$ cat config.mk
export PLATFORM = sky130hd
export DESIGN_NAME = external_pin_interrupts
export DESIGN_NICKNAME = d
export VERILOG_FILES = /design/src/hdl/ext_irq_pkg.sv /design/src/hdl/external_pin_interrupts.sv
export SDC_FILE = /design/constraint.sdc
export NUM_CORES = 1
export LEC_CHECK = 0
export BUFFER_PORTS_ARGS = -buffer_cell sky130_fd_sc_hd__buf_2
export CAP_MARGIN = 20
export CORE_MARGIN = 2
export CORE_UTILIZATION = 40
export CTS_CLUSTER_SIZE = 10
export DETAILED_ROUTE_END_ITERATION = 16
export PLACE_DENSITY = 0.72
export SLEW_MARGIN = 20
export SYNTH_ARGS = -nofsm -noshare
export SYNTH_HDL_FRONTEND = slang
export SYNTH_SLANG_ARGS = --single-unit
export TNS_END_PERCENT = 50
$ cat constraint.sdc
create_clock -name clk -period 2.15 [get_ports clk]
set_clock_uncertainty 0.2 [all_clocks]
set_input_delay 0.3225 -clock clk [delete_from_list [all_inputs] [get_ports clk]]
set_output_delay 0.3225 -clock clk [all_outputs]
set_load 0.01 [all_outputs]
$ cat src/hdl/ext_irq_pkg.sv
// package for the external pin interrupt block: register map, field layout, sense codes, timing
// assumes a single 50 MHz clock and an AXI4-Lite master with 32-bit data
`default_nettype none
package ext_irq_pkg;
   // register byte offsets
   localparam logic [3:0] OFF_CONTROL = 4'h0; // mcu_control_reg
   localparam logic [3:0] OFF_STATUS  = 4'h4; // mcu_control_status_reg
   localparam logic [3:0] OFF_ENABLE  = 4'h8; // irq_enable_reg
   localparam logic [3:0] OFF_FLAG    = 4'hc; // irq_flag_reg
   localparam logic [3:0] OFF_GLOBAL  = 4'h0; // unused alias guard (not mapped)
   // field positions
   localparam int SENSE_A_LO_BIT = 0;
   localparam int SENSE_B_LO_BIT = 2;
   localparam int SENSE_C_BIT    = 6;
   localparam int EN_C_BIT       = 5;
   localparam int EN_A_BIT       = 6;
   localparam int EN_B_BIT       = 7;
   localparam int FLAG_C_BIT     = 5;
   localparam int FLAG_A_BIT     = 6;
   localparam int FLAG_B_BIT     = 7;
   localparam int GLOBAL_EN_BIT  = 0;
   localparam logic [3:0] OFF_GLOBAL_EN = 4'h0;
   // sense codes for pins a and b
   typedef enum logic [1:0] {SENSE_LOW, SENSE_ANY, SENSE_FALL, SENSE_RISE} sense_e;
   // axi responses
   localparam logic [1:0] RESP_OKAY   = 2'h0;
   localparam logic [1:0] RESP_SLVERR = 2'h2;
   // wake qualification: watchdog oscillator period and sampling count
   localparam int WDOG_PERIOD_NS = 1000;
   localparam int CLK_PERIOD_NS  = 20;
   localparam int WDOG_CYCLES    = (WDOG_PERIOD_NS / CLK_PERIOD_NS < 1) ? 1 : WDOG_PERIOD_NS / CLK_PERIOD_NS;
   localparam int WAKE_SAMPLES   = 2;
   // axi lite write request bundle
   typedef struct packed {
      logic [3:0]  addr;
      logic [31:0] data;
      logic [3:0]  strb;
   } wr_req_s;
endpackage
`default_nettype wire

$ cat src/hdl/external_pin_interrupts.sv
// external pin interrupt block: three pins, sense selection, pending flags, wake requests
// assumes AXI4-Lite master on clk; pin inputs synchronous; watchdog period counted on clk, sleep state from the system
//
// Overview of operation
// - pins detected even when driven as outputs
// - pins a,b: falling, rising or low level
// - pin c edge only, no level mode
// - low level requests while pin stays low
// - a,b edge detect needs running I/O clock
// - low level and pin c edge asynchronous
// - asynchronous detections wake from all sleeps
// - level wake needs two watchdog samples
// - wake on double sample or persisting level
// - level gone at start-up end: no interrupt
// - two-bit sense: low, any, fall, rise
// - pin c sense bit: 0 fall, 1 rise
// - edge flags set, cleared by service/write-one
// - request needs own and global enable
`default_nettype none
module external_pin_interrupts
   import ext_irq_pkg::*;
#(
   parameter int STARTUP_CYCLES = 64
)(
   // clock and reset
   input  wire logic        clk,
   input  wire logic        rst,
   // pins, as seen at the pad including own output drive
   input  wire logic        extIrqPinA,
   input  wire logic        extIrqPinB,
   input  wire logic        extIrqPinC,
   // system side
   input  wire logic        ioClockRunning,
   input  wire logic        globalIrqEnable,
   input  wire logic        powerDown,
   input  wire logic        startupDone,
   input  wire logic [2:0]  irqServiced,
   output logic      [2:0]  irqRequest,
   output logic             wakeRequest,
   // axi4-lite slave
   input  wire logic [3:0]  awaddr,
   input  wire logic        awvalid,
   output logic             awready,
   input  wire logic [31:0] wdata,
   input  wire logic [3:0]  wstrb,
   input  wire logic        wvalid,
   output logic             wready,
   output logic [1:0]       bresp,
   output logic             bvalid,
   input  wire logic        bready,
   input  wire logic [3:0]  araddr,
   input  wire logic        arvalid,
   output logic             arready,
   output logic [31:0]      rdata,
   output logic [1:0]       rresp,
   output logic             rvalid,
   input  wire logic        rready
);
   // start-up and watchdog counts share a 16-bit counter, so larger values cannot be served
   if (STARTUP_CYCLES < 1 || STARTUP_CYCLES > 65536)
   begin
      $error("STARTUP_CYCLES must be between 1 and 65536");
   end

   typedef enum {WK_IDLE, WK_SAMPLE, WK_STARTUP} wake_e;

   // state
   logic [7:0]  controlReg, controlNext;
   logic        senseCReg, senseCNext;
   logic [2:0]  enableReg, enableNext;
   logic [2:0]  pendingReg, pendingNext;
   logic [2:0]  prevReg, prevNext;
   logic        prevCReg, prevCNext;
   logic        awHeldReg, awHeldNext, wHeldReg, wHeldNext;
   logic [3:0]  awAddrReg, awAddrNext;
   logic [31:0] wDataReg, wDataNext;
   logic        bvalidReg, bvalidNext, rvalidReg, rvalidNext;
   logic [1:0]  brespReg, brespNext, rrespReg, rrespNext;
   logic [31:0] rdataReg, rdataNext;
   wake_e       wakeReg, wakeNext;
   logic [15:0] tickReg, tickNext;
   logic [1:0]  sampleReg, sampleNext;
   logic [2:0]  levelQualReg, levelQualNext;
   logic        wakeOutReg, wakeOutNext;

   sense_e senseA, senseB;
   logic   edgeA, edgeB, edgeC, levelA, levelB, writeFire, readFire, anyLow;
   logic [2:0] flagWrite1;

   assign senseA = sense_e'(controlReg[SENSE_A_LO_BIT +: 2]);
   assign senseB = sense_e'(controlReg[SENSE_B_LO_BIT +: 2]);
   assign levelA = (senseA == SENSE_LOW);
   assign levelB = (senseB == SENSE_LOW);

   // transition match on current vs previous sample, only while io clock runs
   function automatic logic edgeMatch(sense_e s, logic cur, logic prev);
      edgeMatch = 1'b0;
      case (s)
         SENSE_ANY:  edgeMatch = cur ^ prev;
         SENSE_FALL: edgeMatch = prev & ~cur;
         SENSE_RISE: edgeMatch = cur & ~prev;
         default:    edgeMatch = 1'b0;
      endcase
   endfunction

   assign edgeA = ioClockRunning & edgeMatch(senseA, extIrqPinA, prevReg[0]);
   assign edgeB = ioClockRunning & edgeMatch(senseB, extIrqPinB, prevReg[1]);
   // pin c edge is kept without the io clock; only a fixed edge select exists
   assign edgeC = senseCReg ? (extIrqPinC & ~prevCReg) : (prevCReg & ~extIrqPinC);
   assign anyLow = (enableReg[0] & levelA & ~extIrqPinA) | (enableReg[1] & levelB & ~extIrqPinB);

   // bus handshakes
   assign awready   = ~awHeldReg & ~bvalidReg;
   assign wready    = ~wHeldReg & ~bvalidReg;
   assign writeFire = (awHeldReg | (awvalid & awready)) & (wHeldReg | (wvalid & wready)) & ~bvalidReg;
   assign arready   = ~rvalidReg;
   assign readFire  = arvalid & arready;

   // register file and flag next values
   always_comb
   begin
      logic [3:0]  wa;
      logic [31:0] wd;
      wa = awHeldReg ? awAddrReg : awaddr;
      wd = wHeldReg ? wDataReg : wdata;
      controlNext = controlReg;
      senseCNext  = senseCReg;
      enableNext  = enableReg;
      flagWrite1  = 3'h0;
      awHeldNext  = awHeldReg | (awvalid & awready);
      wHeldNext   = wHeldReg | (wvalid & wready);
      awAddrNext  = (awvalid & awready) ? awaddr : awAddrReg;
      wDataNext   = (wvalid & wready) ? wdata : wDataReg;
      bvalidNext  = bvalidReg & ~bready;
      brespNext   = brespReg;
      if (writeFire)
      begin
         awHeldNext = 1'b0;
         wHeldNext  = 1'b0;
         bvalidNext = 1'b1;
         brespNext  = RESP_OKAY;
         if (!wstrbOk(wHeldReg, wstrb)) begin end
         if (wa == OFF_CONTROL)
            controlNext = wd[7:0];
         else if (wa == OFF_STATUS)
            senseCNext = wd[SENSE_C_BIT];
         else if (wa == OFF_ENABLE)
            enableNext = {wd[EN_C_BIT], wd[EN_B_BIT], wd[EN_A_BIT]}; // index 0 = a, as on the read side
         else if (wa == OFF_FLAG)
            flagWrite1 = {wd[FLAG_C_BIT], wd[FLAG_B_BIT], wd[FLAG_A_BIT]};
         else
            brespNext = RESP_SLVERR;
      end
      // index 0 = a, 1 = b, 2 = c; set wins over clear
      pendingNext = (pendingReg & ~flagWrite1 & ~irqServiced) | {edgeC, edgeB, edgeA};
      if (levelA) pendingNext[0] = 1'b0;
      if (levelB) pendingNext[1] = 1'b0;
      prevNext  = {1'b0, extIrqPinB, extIrqPinA};
      prevCNext = extIrqPinC;
   end

   function automatic logic wstrbOk(logic held, logic [3:0] s);
      wstrbOk = held | (s != 4'h0);
   endfunction

   // read path
   always_comb
   begin
      rvalidNext = rvalidReg & ~rready;
      rdataNext  = rdataReg;
      rrespNext  = rrespReg;
      if (readFire)
      begin
         rvalidNext = 1'b1;
         rrespNext  = RESP_OKAY;
         rdataNext  = 32'h0;
         if (araddr == OFF_CONTROL)
            rdataNext[7:0] = controlReg;
         else if (araddr == OFF_STATUS)
            rdataNext[SENSE_C_BIT] = senseCReg;
         else if (araddr == OFF_ENABLE)
         begin
            rdataNext[EN_A_BIT] = enableReg[0];
            rdataNext[EN_B_BIT] = enableReg[1];
            rdataNext[EN_C_BIT] = enableReg[2];
         end
         else if (araddr == OFF_FLAG)
         begin
            rdataNext[FLAG_A_BIT] = pendingReg[0];
            rdataNext[FLAG_B_BIT] = pendingReg[1];
            rdataNext[FLAG_C_BIT] = pendingReg[2];
         end
         else
            rrespNext = RESP_SLVERR;
      end
   end

   // power-down level wake: two watchdog samples, then start-up window
   always_comb
   begin
      wakeNext      = wakeReg;
      tickNext      = tickReg;
      sampleNext    = sampleReg;
      levelQualNext = levelQualReg;
      wakeOutNext   = 1'b0;
      case (wakeReg)
         WK_IDLE:
         begin
            tickNext   = 16'h0;
            sampleNext = 2'h0;
            if (powerDown && anyLow)
               wakeNext = WK_SAMPLE;
            // pin c edge wakes at once from any sleep
            if (powerDown && enableReg[2] && edgeC)
               wakeOutNext = 1'b1;
         end
         WK_SAMPLE:
         begin
            if (!anyLow)
               wakeNext = WK_IDLE; // noise rejected
            else if (tickReg == 16'(WDOG_CYCLES - 1))
            begin
               tickNext   = 16'h0;
               sampleNext = sampleReg + 2'h1;
               if (sampleReg == 2'(WAKE_SAMPLES - 1))
               begin
                  wakeNext    = WK_STARTUP;
                  wakeOutNext = 1'b1;
               end
            end
            else
               tickNext = tickReg + 16'h1;
         end
         WK_STARTUP:
         begin
            wakeOutNext = 1'b1;
            if (startupDone || tickReg == 16'(STARTUP_CYCLES - 1))
            begin
               // level must still be there or no interrupt; relies on source holding it
               levelQualNext = {1'b0, levelB & ~extIrqPinB, levelA & ~extIrqPinA};
               wakeNext = WK_IDLE;
            end
            else
               tickNext = tickReg + 16'h1;
         end
         default: wakeNext = WK_IDLE;
      endcase
      if (!powerDown)
         levelQualNext = 3'h7;
   end

   // request outputs: level sources assert while low, edge sources from flags
   always_comb
   begin
      logic [2:0] src;
      src = pendingReg;
      if (levelA) src[0] = ~extIrqPinA & levelQualReg[0];
      if (levelB) src[1] = ~extIrqPinB & levelQualReg[1];
      irqRequest = src & enableReg & {3{globalIrqEnable}};
   end

   // registers
   always_ff @(posedge clk)
   begin
      if (rst)
      begin
         controlReg <= 8'h0; senseCReg <= 1'b0; enableReg <= 3'h0; pendingReg <= 3'h0;
         prevReg <= 3'h7; prevCReg <= 1'b1; awHeldReg <= 1'b0; wHeldReg <= 1'b0;
         awAddrReg <= 4'h0; wDataReg <= 32'h0; bvalidReg <= 1'b0; rvalidReg <= 1'b0;
         brespReg <= RESP_OKAY; rrespReg <= RESP_OKAY; rdataReg <= 32'h0;
         wakeReg <= WK_IDLE; tickReg <= 16'h0; sampleReg <= 2'h0; levelQualReg <= 3'h7; wakeOutReg <= 1'b0;
      end
      else
      begin
         controlReg <= controlNext; senseCReg <= senseCNext; enableReg <= enableNext; pendingReg <= pendingNext;
         prevReg <= prevNext; prevCReg <= prevCNext; awHeldReg <= awHeldNext; wHeldReg <= wHeldNext;
         awAddrReg <= awAddrNext; wDataReg <= wDataNext; bvalidReg <= bvalidNext; rvalidReg <= rvalidNext;
         brespReg <= brespNext; rrespReg <= rrespNext; rdataReg <= rdataNext;
         wakeReg <= wakeNext; tickReg <= tickNext; sampleReg <= sampleNext; levelQualReg <= levelQualNext;
         wakeOutReg <= wakeOutNext;
      end
   end

   assign wakeRequest = wakeOutReg;
   assign bvalid = bvalidReg;
   assign bresp  = brespReg;
   assign rvalid = rvalidReg;
   assign rresp  = rrespReg;
   assign rdata  = rdataReg;
endmodule
`default_nettype wire

==> flow_summary_export.csv <==
group,metric,value,unit
status,status,"completed",
cells_and_area,syn2layout_area_growth,23.2,%
cts,cts-htree-levels,3,
setup_path,reg2regPathDepth,6,
setup_path,required,2.19,ns
route,avgRoutedWirePerCell,13.9,µm
power_and_ir_drop,pwr-share-comb,16.9,%
synthesis,synth-seq-cells,67,
floorplanning,rows,34,
floorplanning,start_util,41.2,%
floorplanning,die_w,98.7,µm
power_and_ir_drop,pwr-share-clk,38.7,%
route,num_vias,3211,
setup_path,crit_type,"register to register",
power_and_ir_drop,p_seq_share,44.4,%
synthesis,syn_inst,417,
setup_path,r2r-end,"controlReg[5]",
timing,finalSetupTns,0,ns
timing,max-slew-margin-rel,65.5,%
cells_and_area,final_area,4420,µm²
setup_path,r2r_start,"awHeldReg",
timing,slew_violations,0,
cells_and_area,finish.net_count,575,
route,wl,8540,µm
route,routed-wl-met3,380,µm
route,drc_errors,0,
setup_path,cp-endpoint,"controlReg[5]",
cts,clockBufferDepth,2,
cells_and_area,fill_cells,800,
timing,fin_hold_ws,0.00570,ns
synthesis,ys_warn_count,0,
synthesis,ys.flop_type,"dfxtp_1",
hold_path,hp-class,"primary input to register",
placed_design,placed_area,4090,µm²
floorplanning,die_h,98.7,µm
global_routing,antenna_found_initial,0,
route,ant_nets,0,
route,drtIter0Drc,157,
route,via_per_inst,5.22,
setup_path,cp_slowest_stage_delay,0.39,ns
setup_path,worst_setup_path_end_kind,"register",
power_and_ir_drop,p_per_area,672,nW/µm²
setup_path,crit_slowest_cell,"or3b_4",
route,top_layer,"met4",
synthesis,seq_area_frac_synth,37.4,%
setup_path,critical_path_arrival,2.17,ns
job,drv_cap,0,
setup_path,cp-start-kind,"register",
cts,clk_latency,0.36,ns
floorplanning,core,8720,µm²
route,met1_length,4110,µm
timing,period_share,98.9,%
setup_path,path_depth,6,
power_and_ir_drop,switchingPower,0.000818,W
timing,fmax,470,MHz
placed_design,portBuffers,51,
timing,setup_viol,0,
global_routing,grt_start_max_net_pins,24,
cts,cts_buffers,9,
placed_design,dp.cells,594,
power_and_ir_drop,p_int,0.00216,W
cells_and_area,final_layout_size_suffix_gt1_share,30.0,%
timing,layout_min_cycle_time,2.13,ns
placed_design,dp_hpwl,6190,µm
cts,cts.sinks,67,
floorplanning,die_area,9750,µm²
route,dr.pass1.iters,4,
setup_path,rrSetupSlack,0.02,ns
setup_path,crit_start,"awHeldReg",
cells_and_area,antenna_cells,0,
global_routing,track_usage,18.0,%
timing,hold_viol,0,
synthesis,avgSynthCellArea,8.61,µm²
cts,cts_tree,"done",
setup_path,path_max_fanout,6,
placed_design,gp_routability_congestion,0.897,
cells_and_area,final_cells,615,
cells_and_area,post-route-util,50.7,%
cts,cts-root-buf,"clkbuf_8",
power_and_ir_drop,ir_drop,0.351,mV
global_routing,grt_pass1_wl,14200,µm
synthesis,synth-edff-count,0,
setup_path,crit_family,"simple AND/OR/NAND/NOR gates",
global_routing,grt.overflow.total,0,
power_and_ir_drop,swShare,27.5,%
synthesis,ys_types,52,
setup_path,critPathBufInv,1,
synthesis,ys_async_sr_fraction,0,%
route,wl_met2,3870,µm
power_and_ir_drop,p_leak,1.87,nW
global_routing,grt_pass1_vias,3020,
timing,rsz0062_at_grt,"yes",
cts,clk_pin_slew,0.08,ns
setup_path,path_cells,"or3b_4, a2111oi_4, nor2b_4, buf_6, mux2i_2, nor2_1",
synthesis,syn_area,3590,µm²
timing,worstMarginPinSlew,0.514,ns
floorplanning,ioPinCount,106,
-- power by group through the flow --
stage / Combinational [W] / Sequential, W / Clock [W]
2_1_floorplan: 0.000330 / 0.00135 / 0
3_3_place_gp: 0.000458 / 0.00134 / 0
3_5_place_dp: 0.000468 / 0.00135 / 0
4_1_cts: 0.000492 / 0.00132 / 0.00117
5_1_grt: 0.000561 / 0.00133 / 0.00122
6_report: 0.000504 / 0.00132 / 0.00115
-- synth_stat cells, types with 2 or more instances --
cell / number / area share (%)
a211oi_2: 5 / 1.7
a21oi_1: 28 / 3.9
a22o_1: 2 / 0.49
a22oi_1: 8 / 1.7
a32o_1: 2 / 0.56
a41oi_1: 2 / 0.49
and2_1: 5 / 0.87
and3_1: 7 / 1.2
and3b_1: 2 / 0.49
and4_1: 4 / 0.98
buf_2: 3 / 0.42
buf_4: 26 / 5.4
buf_6: 3 / 0.94
clkbuf_1: 11 / 1.2
dfxtp_1: 67 / 37
ha_1: 11 / 3.8
inv_1: 18 / 1.9
mux2_2: 8 / 2.5
mux2i_1: 18 / 5.0
nand2_1: 42 / 4.4
nand2b_1: 5 / 0.87
nand3_1: 8 / 1.1
nand4_1: 8 / 1.4
nor2_1: 50 / 5.2
nor2b_1: 3 / 0.52
nor3_1: 9 / 1.3
nor3b_1: 4 / 0.84
nor4_1: 4 / 0.70
o21ai_0: 15 / 2.1
o31ai_1: 2 / 0.42
o32ai_1: 3 / 0.73
or3_1: 7 / 1.2
or4_1: 2 / 0.42
or4b_4: 2 / 0.77
xor2_1: 6 / 1.5
-- cell type report --
type	instances	area (µm²)	area share (%)
clock buffer	9	124	2.80
clock inverter	6	90.1	2.04
multi-input combinational	315	2090	47.2
timing repair buffer	92	571	12.9
inverter	18	67.6	1.53
sequential	67	1350	30.5
tap	108	135	3.05
-- layout by cell type (no fill, tap or decap), types with 8 or more instances in the layout --
cell type,instances
dfxtp_1,63
buf_2,52
nor2_1,50
nand2_1,42
buf_4,37
a21oi_1,26
conb_1,26
inv_1,18
mux2i_1,17
o21ai_0,14
nor3_1,9
ha_1,9
clkbuf_8,9
nand3_1,8
a22oi_1,8
mux2_2,8
nand4_1,8
-- flip-flops by register name (all words and copies together) (netlist names), 2 cells and up --
name	count
tickReg	16
controlReg	8
rdata	8
wDataReg	8
awAddrReg	4
enableReg	3
pendingReg	3
levelQualReg	2
prevReg	2
sampleReg	2
wakeReg	2
-- worst min path at each step --
stage / start / end / slack (ns) / cells after the start
3_5_place_dp: wDataReg[6] / wDataReg[6] / 0.25 / 2
2_1_floorplan: extIrqPinC / prevCReg / 0.23 / 1
6_report: wdata[2] / wDataReg[2] / 0.006 / 3
5_1_grt: wdata[2] / wDataReg[2] / 0.01 / 3
3_3_place_gp: wDataReg[7] / wDataReg[7] / 0.24 / 2
4_1_cts: wdata[2] / wDataReg[2] / 0.0007 / 3
-- routing by layer --
layer,track usage (%),vias to the layer above
met5,0,-
met4,8.54,0
met3,2.84,16
met2,28.0,98
met1,24.4,1506
li1,-,1591
-- cells by family after synthesis --
logic type               count (synthesis)  share of synthesized area, %
AO/OA/AOI/OAI                           74                          14.4
XOR/XNOR                                 6                          1.46
adder cells (fa/ha/maj)                 11                          3.83
buffers and inverters                   61                          9.83
flip-flops                              67                          37.4
multiplexers                            27                          8.16
other                                    1                         0.104
AND/OR/NAND/NOR                        170                          24.9
-- per-stage QoR --
stage | setup slack (ns) | power (W)
detailed placement | -0.154 | 0.00181
global placement | -0.108 | 0.00180
global route | -0.0290 | 0.00311
floorplan | -0.0472 | 0.00168
finish | 0.0228 | 0.00297
CTS | -0.0119 | 0.00298
-- worst reg2reg max path, stage by stage (launching register included) --
cell	delay, ns
dfxtp_4	0.37
or3b_4	0.39
a2111oi_4	0.38
nor2b_4	0.25
buf_6	0.15
mux2i_2	0.23
nor2_1	0.06
-- what timing repair did --
action	CTS	global route
pin swaps	3	6
buffers inserted	3	0
gates resized for setup	6	18
hold endpoints to repair	1	0
cloned	1	1
endpoints found under the setup margin	11	29
hold buffers	1	0
Note: power is estimated with default switching activity, not from simulation.
